--- src/fifo_port_defs.svh ---
// Register offsets, field positions and timing counts for the endpoint buffer access port.
`ifndef FIFO_PORT_DEFS_SVH
`define FIFO_PORT_DEFS_SVH
`define OFS_CMD_STATUS 8'h46
`define OFS_CTRL_DATA 8'h48
`define OFS_INTR_DATA 8'h49
`define BIT_REQUEST 0
`define BIT_TX 1
`define BIT_CLEAR 2
`define BIT_SEL_LOW 3
`define BIT_SEL_HIGH 4
`define BIT_SETUP 5
`define BIT_READY 6
`define BIT_ZLEN 7
`define BUF_DEPTH 8
`define CLK_MHZ 50
`define WAIT_US 2
`define WAIT_CYCLES (`WAIT_US * `CLK_MHZ)
`endif

--- src/fifo_port_pkg.sv ---
// Types shared by both ends of the endpoint buffer access port.
package fifo_port_pkg;
   typedef logic [7:0] byte_t;
   typedef logic [7:0] addr_t;
   typedef enum logic [1:0] {
      SEL_CTRL = 2'h0,
      SEL_INTR = 2'h1
   } sel_t;
   typedef enum logic [3:0] {
      ST_IDLE = 4'h1,
      ST_WR = 4'h2,
      ST_WAIT = 4'h4,
      ST_RD = 4'h8
   } host_st_t;
endpackage

--- src/fifo_port_if.sv ---
// Register access link between the processor-side master and the buffer port.
`timescale 1ns/1ns
interface fifo_port_if;
   import fifo_port_pkg::*;
   // Register access strobes and data.
   logic wr;
   logic rd;
   addr_t addr;
   byte_t wdata;
   byte_t rdata;
   modport dev (input wr, input rd, input addr, input wdata, output rdata);
   modport mcu (output wr, output rd, output addr, output wdata, input rdata);
endinterface

--- src/skid_buf.sv ---
// Two-entry valid/ready buffer.
`timescale 1ns/1ns
module skid_buf #(
   parameter int WIDTH = 8
) (
   // Clock and reset.
   input wire logic clock,
   input wire logic rst_n,
   // Filling side.
   input wire logic in_valid,
   output logic in_ready,
   input wire logic [WIDTH-1:0] in_data,
   // Draining side.
   output logic out_valid,
   input wire logic out_ready,
   output logic [WIDTH-1:0] out_data
);
   logic [WIDTH-1:0] mem_q [2];
   logic rd_q, wr_q;
   logic [1:0] cnt_q;
   logic push, pop;

   // Full and empty come straight from the occupancy count.
   assign in_ready = (cnt_q != 2'h2);
   assign out_valid = (cnt_q != 2'h0);
   assign out_data = mem_q[rd_q];
   assign push = in_valid && in_ready;
   assign pop = out_valid && out_ready;

   // Storage is written only, so it needs no reset.
   always_ff @(posedge clock) begin
      if (push) begin
         mem_q[wr_q] <= in_data;
      end
   end

   // Pointers and count.
   always_ff @(posedge clock or negedge rst_n) begin
      if (!rst_n) begin
         rd_q <= 1'b0;
         wr_q <= 1'b0;
         cnt_q <= 2'h0;
      end else begin
         if (push) begin
            wr_q <= ~wr_q;
         end
         if (pop) begin
            rd_q <= ~rd_q;
         end
         cnt_q <= 2'(cnt_q + {1'b0, push} - {1'b0, pop});
      end
   end
endmodule

--- src/fifo_port_dev.sv ---
// Device end: command/status register, two eight-byte endpoint buffers and the serial engine side.
`timescale 1ns/1ns
`include "fifo_port_defs.svh"
// How it works
// - Request bit claims the selected buffer
// - Direction bit marks write or read end
// - Clear bit empties the selected buffer
// - Select 00 control, 01 interrupt buffer
// - Setup flag set by engine, firmware clears
// - Ready shows selected buffer accessible now
// - Zero-length flag cleared by buffer read
// - Next setup token clears zero-length flag
// - Two eight-byte buffers, one data port each
// - Firmware read sequence ends with direction high
// - Firmware write sequence ends with direction low
// - At most eight bytes, firmware counts
// - Firmware waits 2 us before polling ready
// - Data port accesses spaced 2 us apart
// - Empty packet sent via command values only
// - Interrupt buffer write command value sequence
// - Host-busy endpoint blocks processor ready
// - Host completion pulses interrupt with endpoint
// - Accessed bitmap set after host access
module fifo_port_dev #(
   parameter int DEPTH = `BUF_DEPTH
) (
   // Clock and reset.
   input wire logic clock,
   input wire logic rst_n,
   // Processor register link.
   fifo_port_if.dev bus,
   // Serial engine byte stream into the buffers.
   input wire logic sie_in_valid,
   output logic sie_in_ready,
   input wire logic sie_in_ep,
   input fifo_port_pkg::byte_t sie_in_data,
   // Serial engine events.
   input wire logic sie_busy_ctrl,
   input wire logic sie_busy_intr,
   input wire logic sie_setup,
   input wire logic sie_zero_len,
   input wire logic sie_done,
   input wire logic sie_done_ep,
   input wire logic sie_take,
   input wire logic sie_take_ep,
   // Serial engine copy of byte 0 of the buffer chosen by sie_take_ep, registered.
   output fifo_port_pkg::byte_t sie_out_data,
   // Processor-facing interrupt and endpoint report.
   output logic usb_int,
   output logic accessed_endpoint_number,
   output logic [1:0] accessed_bitmap
);
   import fifo_port_pkg::*;

   localparam int PW = $clog2(DEPTH + 1);

   byte_t cmd_q;
   byte_t mem_q [2][DEPTH];
   logic [PW-1:0] ptr_q [2];
   logic [PW-1:0] len_q [2];
   logic setup_q, zlen_q, int_q, aen_q;
   logic [1:0] bitmap_q;
   byte_t rdata_q, sout_q;
   logic sel, ready, cmd_wr, data_hit, port_sel, acc;
   logic b_valid, b_ep, take_in, req_tx_q;
   byte_t b_data;
   logic [PW-1:0] lim;

   // The engine writes through the two-entry buffer, so a stalled port never drops a byte.
   skid_buf #(.WIDTH(9)) u_in (
      .clock(clock),
      .rst_n(rst_n),
      .in_valid(sie_in_valid),
      .in_ready(sie_in_ready),
      .in_data({sie_in_ep, sie_in_data}),
      .out_valid(b_valid),
      .out_ready(take_in),
      .out_data({b_ep, b_data})
   );

   assign sel = cmd_q[`BIT_SEL_LOW];
   assign cmd_wr = bus.wr && (bus.addr == `OFS_CMD_STATUS);
   assign data_hit = (bus.addr == `OFS_CTRL_DATA) || (bus.addr == `OFS_INTR_DATA);
   assign port_sel = (bus.addr == `OFS_INTR_DATA);
   // Reads stop at the received length, writes at capacity.
   assign lim = cmd_q[`BIT_TX] ? PW'(DEPTH) : len_q[sel];
   // Ready needs a request, a free endpoint and room left.
   assign ready = cmd_q[`BIT_REQUEST] && !(sel ? sie_busy_intr : sie_busy_ctrl) && (ptr_q[sel] < lim);
   // Only accesses to the selected port while ready count.
   assign acc = ready && data_hit && (port_sel == sel) && (bus.wr || bus.rd);
   // Engine bytes move in only while firmware is away and the buffer has room.
   // A byte that cannot be stored stays staged instead of being popped and lost.
   assign take_in = !cmd_q[`BIT_REQUEST] && !cmd_wr && !sie_take && (len_q[b_ep] < PW'(DEPTH));

   // Command bits held by firmware; the clear bit is a one-shot action.
   always_ff @(posedge clock or negedge rst_n) begin
      if (!rst_n) begin
         cmd_q <= 8'h00;
      end else if (cmd_wr) begin
         cmd_q <= {3'h0, bus.wdata[4:0] & 5'h1b};
      end
   end

   // Buffer pointers and lengths.
   always_ff @(posedge clock or negedge rst_n) begin
      if (!rst_n) begin
         ptr_q <= '{default: '0};
         len_q <= '{default: '0};
      end else begin
         if (cmd_wr && bus.wdata[`BIT_CLEAR]) begin
            len_q[bus.wdata[`BIT_SEL_LOW]] <= '0;
            ptr_q[bus.wdata[`BIT_SEL_LOW]] <= '0;
         end else if (cmd_wr && bus.wdata[`BIT_REQUEST] && !cmd_q[`BIT_REQUEST]) begin
            ptr_q[bus.wdata[`BIT_SEL_LOW]] <= '0;
         end else if (cmd_wr && !bus.wdata[`BIT_REQUEST] && cmd_q[`BIT_REQUEST]) begin
            // Direction low at the drop ends a write, high ends a read.
            if (req_tx_q && !cmd_q[`BIT_TX]) begin
               len_q[sel] <= ptr_q[sel];
            end else if (!req_tx_q && cmd_q[`BIT_TX] && (ptr_q[sel] != '0)) begin
               // A read that took bytes consumes the packet; a bare readiness check keeps it.
               len_q[sel] <= '0;
            end
         end else if (acc) begin
            ptr_q[sel] <= PW'(ptr_q[sel] + 1'b1);
         end else if (b_valid && take_in) begin
            len_q[b_ep] <= PW'(len_q[b_ep] + 1'b1);
         end
         if (sie_take) begin
            len_q[sie_take_ep] <= '0;
         end
      end
   end

   // Direction in force when the request went up. The drop alone cannot tell a write end
   // from a read readiness check, since both leave the direction bit low.
   always_ff @(posedge clock or negedge rst_n) begin
      if (!rst_n) begin
         req_tx_q <= 1'b0;
      end else if (cmd_wr && bus.wdata[`BIT_REQUEST] && !cmd_q[`BIT_REQUEST]) begin
         req_tx_q <= bus.wdata[`BIT_TX];
      end
   end

   // Byte storage.
   always_ff @(posedge clock) begin
      if (acc && bus.wr) begin
         mem_q[sel][ptr_q[sel][$clog2(DEPTH)-1:0]] <= bus.wdata;
      end else if (b_valid && take_in) begin
         mem_q[b_ep][len_q[b_ep][$clog2(DEPTH)-1:0]] <= b_data;
      end
   end

   // Setup and zero-length flags; the hardware set wins over a clear in the same cycle.
   always_ff @(posedge clock or negedge rst_n) begin
      if (!rst_n) begin
         setup_q <= 1'b0;
         zlen_q <= 1'b0;
      end else begin
         if (sie_setup) begin
            setup_q <= 1'b1;
         end else if (cmd_wr && !bus.wdata[`BIT_SETUP]) begin
            setup_q <= 1'b0;
         end
         if (sie_zero_len) begin
            zlen_q <= 1'b1;
         end else if (sie_setup) begin
            zlen_q <= 1'b0;
         end else if (acc && bus.rd) begin
            zlen_q <= 1'b0;
         end else if (cmd_wr && !bus.wdata[`BIT_ZLEN]) begin
            zlen_q <= 1'b0;
         end
      end
   end

   // Completion interrupt, endpoint number and accessed bitmap.
   always_ff @(posedge clock or negedge rst_n) begin
      if (!rst_n) begin
         int_q <= 1'b0;
         aen_q <= 1'b0;
         bitmap_q <= 2'h0;
      end else begin
         int_q <= sie_done;
         if (sie_done) begin
            aen_q <= sie_done_ep;
            bitmap_q[sie_done_ep] <= 1'b1;
         end
      end
   end

   // Registered read data; unmapped addresses read zero.
   always_ff @(posedge clock or negedge rst_n) begin
      if (!rst_n) begin
         rdata_q <= 8'h00;
         sout_q <= 8'h00;
      end else begin
         sout_q <= mem_q[sie_take_ep][0];
         if (bus.addr == `OFS_CMD_STATUS) begin
            rdata_q <= {zlen_q, ready, setup_q, cmd_q[4:0]};
         end else if (data_hit) begin
            rdata_q <= acc ? mem_q[sel][ptr_q[sel][$clog2(DEPTH)-1:0]] : 8'h00;
         end else begin
            rdata_q <= 8'h00;
         end
      end
   end

   assign bus.rdata = rdata_q;
   assign sie_out_data = sout_q;
   assign usb_int = int_q;
   assign accessed_endpoint_number = aen_q;
   assign accessed_bitmap = bitmap_q;
endmodule

--- src/flat_wrapper.sv ---
// flat-port wrapper written by rule: the top's interface ports become plain ports
module fifo_port_dev_flat import fifo_port_pkg::*;
#(
   parameter int DEPTH = `BUF_DEPTH
)
  (clock, rst_n, sie_in_valid, sie_in_ready, sie_in_ep, sie_in_data, sie_busy_ctrl, sie_busy_intr, sie_setup, sie_zero_len, sie_done, sie_done_ep, sie_take, sie_take_ep, sie_out_data, usb_int, accessed_endpoint_number, accessed_bitmap, bus_wr, bus_rd, bus_addr, bus_wdata, bus_rdata);
  fifo_port_if bus_i ();
  input wire logic clock;
  input wire logic rst_n;
  input wire logic sie_in_valid;
  output logic sie_in_ready;
  input wire logic sie_in_ep;
  input fifo_port_pkg::byte_t sie_in_data;
  input wire logic sie_busy_ctrl;
  input wire logic sie_busy_intr;
  input wire logic sie_setup;
  input wire logic sie_zero_len;
  input wire logic sie_done;
  input wire logic sie_done_ep;
  input wire logic sie_take;
  input wire logic sie_take_ep;
  output fifo_port_pkg::byte_t sie_out_data;
  output logic usb_int;
  output logic accessed_endpoint_number;
  output logic [1:0] accessed_bitmap;
  input wire logic [$bits(bus_i.wr)-1:0] bus_wr;
  input wire logic [$bits(bus_i.rd)-1:0] bus_rd;
  input wire logic [$bits(bus_i.addr)-1:0] bus_addr;
  input wire logic [$bits(bus_i.wdata)-1:0] bus_wdata;
  output wire logic [$bits(bus_i.rdata)-1:0] bus_rdata;
  assign bus_i.wr = bus_wr;
  assign bus_i.rd = bus_rd;
  assign bus_i.addr = bus_addr;
  assign bus_i.wdata = bus_wdata;
  assign bus_rdata = bus_i.rdata;
  fifo_port_dev #(.DEPTH(DEPTH)) u_core (.clock(clock), .rst_n(rst_n), .bus(bus_i), .sie_in_valid(sie_in_valid), .sie_in_ready(sie_in_ready), .sie_in_ep(sie_in_ep), .sie_in_data(sie_in_data), .sie_busy_ctrl(sie_busy_ctrl), .sie_busy_intr(sie_busy_intr), .sie_setup(sie_setup), .sie_zero_len(sie_zero_len), .sie_done(sie_done), .sie_done_ep(sie_done_ep), .sie_take(sie_take), .sie_take_ep(sie_take_ep), .sie_out_data(sie_out_data), .usb_int(usb_int), .accessed_endpoint_number(accessed_endpoint_number), .accessed_bitmap(accessed_bitmap));
endmodule
--- config.mk ---
export PLATFORM = sky130hd
export DESIGN_NAME = fifo_port_dev_flat
export DESIGN_NICKNAME = d
export VERILOG_FILES = /design/src/fifo_port_pkg.sv /design/src/fifo_port_if.sv /design/src/skid_buf.sv /design/src/fifo_port_dev.sv /design/src/flat_wrapper.sv
export VERILOG_INCLUDE_DIRS = /design/src
export SDC_FILE = /design/constraint.sdc
export NUM_CORES = 1
export LEC_CHECK = 0
export ABC_AREA = 1
export ABC_CLOCK_PERIOD_IN_PS = 8620
export BUFFER_PORTS_ARGS = -buffer_cell sky130_fd_sc_hd__clkbuf_2
export CORE_MARGIN = 1
export CORE_UTILIZATION = 23
export CTS_BUF_LIST = sky130_fd_sc_hd__clkbuf_8
export CTS_CLUSTER_SIZE = 30
export DETAILED_ROUTE_END_ITERATION = 8
export PLACE_DENSITY = 0.46
export SLEW_MARGIN = 20
export SYNTH_ARGS = -nofsm -noshare
export SYNTH_HDL_FRONTEND = slang
export SYNTH_SLANG_ARGS = --single-unit
--- constraint.sdc ---
create_clock -name clock -period 8.62 [get_ports clock]
set_input_delay 1.724 -clock clock [delete_from_list [all_inputs] [get_ports clock]]
set_output_delay 1.724 -clock clock [all_outputs]
set_load 0.05 [all_outputs]
==> qor.yml <==
status:
  status: "complete, no violations"
drt:
  drtIter0Drc: 641
  wl_per_cell_um: 17.59
  first_pass_iters: 7
  dr_total_vias: 6243
  drt-total-wl_mm: 25.40
  drc: 0
  antenna_left: 0
  via_per_inst: 4.323
synth:
  synth_top_area_share: 0.4949
  ys_seq_area_frac: 0.6277
  synth_cell_types: 48
  yosysWarningCount: 0
  ys_seq_elements: 193
  ys_top_cells_by_area: "edfxtp_1 (49%), dfrtp_1 (13%), nor2_1 (6.6%)"
  synthesis.area_mm2: 0.008858
  ys.flop_type: "edfxtp_1"
  syn-num-nets: 900
  async_flop_share: 0.2435
  synth_area_per_cell_um2: 10.37
  synth_largest_area_cell: "edfxtp_1"
  synth_edf_count: 146
  synthCells: 854
die:
  start_util: 0.2346
  coreArea_mm2: 0.03776
  rows: 71
  die_h_um: 198.3
  io_pins: 59
  die_w_um: 198.3
  die_area_mm2: 0.03930
timing:
  worstMarginPinSlew_ns: 0.8040
  fmax_mhz: 241.9
  relSlewSlack: 0.4620
  slew_violations: 0
  rsz0062_at_grt: "no"
  setup_tns_ns: 0
  min_period_ns: 4.135
  finalCritPeriodShare: 0.4797
  setup_violations: 0
  finalHoldViolCount: 0
  whs_ns: 0.4812
  fin_skew_ns: 0.02036
clock_tree:
  root_buffer: "clkbuf_8"
  cts_tree: "done"
  postCtsResizedCells: 0
  cts_max_path_buffers: 2
  cts_hold_repair.buffers: 0
  htree_levels: 4
  post-cts-setup-buffer-count: 0
  cts_sinks: 193
  cts_inserted_buffers: 17
  cts.clk_slew.worst_paths_ns: 0.09
  clkLatencyLatePin_ns: 0.47
worst_hold_path:
  worstHoldStart: "u_core.accessed_bitmap[1]"
  hold-path-endpoint: "u_core.accessed_bitmap[1]"
  hold_depth: 2
  worstHoldPathType: "reg -> reg"
worst_setup_path:
  path_max_fanout: 36
  start_kind: "flop"
  setup.worst_path.end_class: "flop"
  rrSetupSlack_ns: 4.49
  path_cells: "inv_2 > buf_4 > o21ai_0 > a21oi_1 > ha_1 > a221oi_1 > nand2_2 > nor2_4 > a31oi_1 > nor2_1"
  critPathMaxStageDelay_ns: 0.60
  cpMaxStageDelayCell: "nor2_1"
  rr_endpoint: "u_core.mem_q[0][60]"
  timing.rr.start: "u_core.cmd_q[3]"
  crit_arrival_ns: 4.23
  path_class: "reg -> reg"
  worstPathRequired_ns: 8.72
  reg2reg_depth: 10
power:
  ir_drop_uv: 82.88
  cellPowerDensity_mw_per_mm2: 191.9
  power_leakage_uw: 0.003927
finish:
  drive_above_1_share: 0.1693
  area_delta_synth_final_pct: 14.20
  diodes: 0
  final_nets: 966
global_routing:
  grt_max_degree: 60
  antenna_found_initial: 0
  grt.total_usage: 0.1347
  overflow: 0
  grt_pass1_vias: 6252
  grt_pass1_wl_mm: 38.97
place:
  port_buffers: 58
  place.gp.congestion: 0.8321
  dp_hpwl_mm: 17.91
job:
  maxCapViolCount: 0
## critical path: cells and delay by family, from the launching register on
family,cells,cell delay [ns]
AO/OA/AOI/OAI,4,0.94
adder cells (fa/ha/maj),1,0.27
buffers and inverters,2,0.99
flip-flops,1,0.55
AND/OR/NAND/NOR,3,0.98
## stage by stage
step                        util  setup WS [ns]  std cells  instance area, um^2  total power, uW
after floorplan                -          5.138        854                 8859             1283
after detailed placement  0.2580          4.342       1412                 9741             1383
after global routing      0.2679          4.156       1444                10120             2038
after global placement    0.2580          4.381       1412                 9741             1384
final                     0.2679          4.485       1444                10120             1941
after CTS                 0.2679          4.494       1444                10120             1965
## synthesized netlist by cell type, types with 2 or more instances
cell type / number
inv_1: 51
nand2_1: 155
inv_2: 12
o22ai_1: 4
o21ai_0: 45
nor2_2: 2
buf_4: 3
nor3_2: 2
clkbuf_1: 3
nand4_1: 3
nand2_2: 12
nand3_1: 66
nor4_1: 2
nand3_2: 7
a31oi_1: 15
inv_4: 3
ha_1: 8
o21bai_1: 3
o211ai_1: 9
edfxtp_1: 146
nor3_1: 8
nor2_1: 156
buf_6: 3
dfrtp_1: 47
nor3_4: 5
a21oi_1: 23
mux2i_1: 4
o21a_1: 5
o21ai_1: 9
xor2_1: 4
buf_2: 12
o221ai_1: 5
nand2_4: 6
xnor2_1: 2
## worst max-delay path by stage
| stage | start | cells past startpoint | to |
|---|---|---|---|
| 2_1_floorplan | bus_addr[7] | 10 | u_core.mem_q[0][10] |
| 3_3_place_gp | bus_wr | 8 | u_core.mem_q[0][60] |
| 3_5_place_dp | bus_wr | 8 | u_core.mem_q[0][60] |
| 4_1_cts | u_core.cmd_q[3] | 10 | u_core.mem_q[0][60] |
| 5_1_grt | u_core.cmd_q[3] | 10 | u_core.mem_q[1][46] |
| 6_report | u_core.cmd_q[3] | 10 | u_core.mem_q[0][60] |
## per-layer routing
metal  global-route usage  up-vias  wire, um
met5                    0        -         0
met3              0.01959       14       796
met2               0.2192      124     11970
met1               0.1864     3050     12390
met4              0.03474        0       248
li1                     -     3055         -
## cells by family after synthesis
kind of cell               count (synthesis)  share of synthesized area
xor gates and xnor gates                   6                   0.005932
buffers and inverters                     89                    0.04421
adders and majority gates                  8                    0.01130
AOI/OAI and AO/OA                        123                    0.08192
and+or+nand+nor                          430                     0.2232
muxes                                      5                   0.005791
DFF                                      193                     0.6277
## registers in the layout (all words and copies together), names as in the netlist
register                         flops
u_core.setup_q                       1
u_core.len_q                         8
u_core.u_in.cnt_q                    2
u_core.sie_out_data                  8
u_core.u_in.wr_q                     1
u_core.req_tx_q                      1
u_core.bus.rdata                     8
u_core.u_in.mem_q                   18
u_core.u_in.rd_q                     1
u_core.usb_int                       1
u_core.cmd_q                         4
u_core.mem_q                       128
u_core.ptr_q                         8
u_core.accessed_endpoint_number      1
u_core.accessed_bitmap               2
u_core.zlen_q                        1
## area by class of cell
class | count | area [um^2]
fill | 4008 | 27640
sequential | 193 | 5562
multi-input combinational | 572 | 2907
tap | 511 | 639.4
timing repair buffer | 69 | 372.9
inverter | 67 | 260.3
clock buffer | 18 | 247.7
clock inverter | 14 | 127.6
## cell usage in the layout, fill, tap and decap left out, drive strengths merged
cell and count:
nand3 74, nand2 174, o21bai 3, clkbuf 76, xnor2 2, inv 75
o221ai 5, a22oi 1, a21oi 24, bufinv 1, dfrtp 47, nor3 15
and2 1, clkinvlp 1, nor2 160, nand4 3, o22ai 4, a221oi 1
mux2 1, ha 8, nor2b 1, a31oi 15, buf 11, clkinv 4
o21ai 56, edfxtp 146, o21a 5, mux2i 4, xor2 4, nor4 2
o211ai 9
## power breakdown
part	leakage, uW	total, uW	internal, uW	switching (uW)
registers	0.00191	1070	1040	27.6
logic	0.00182	287	73.8	213
clock network	0.000200	583	242	342
total	0.00393	1940	1360	582
Note: power is estimated with default switching activity, not from simulation.
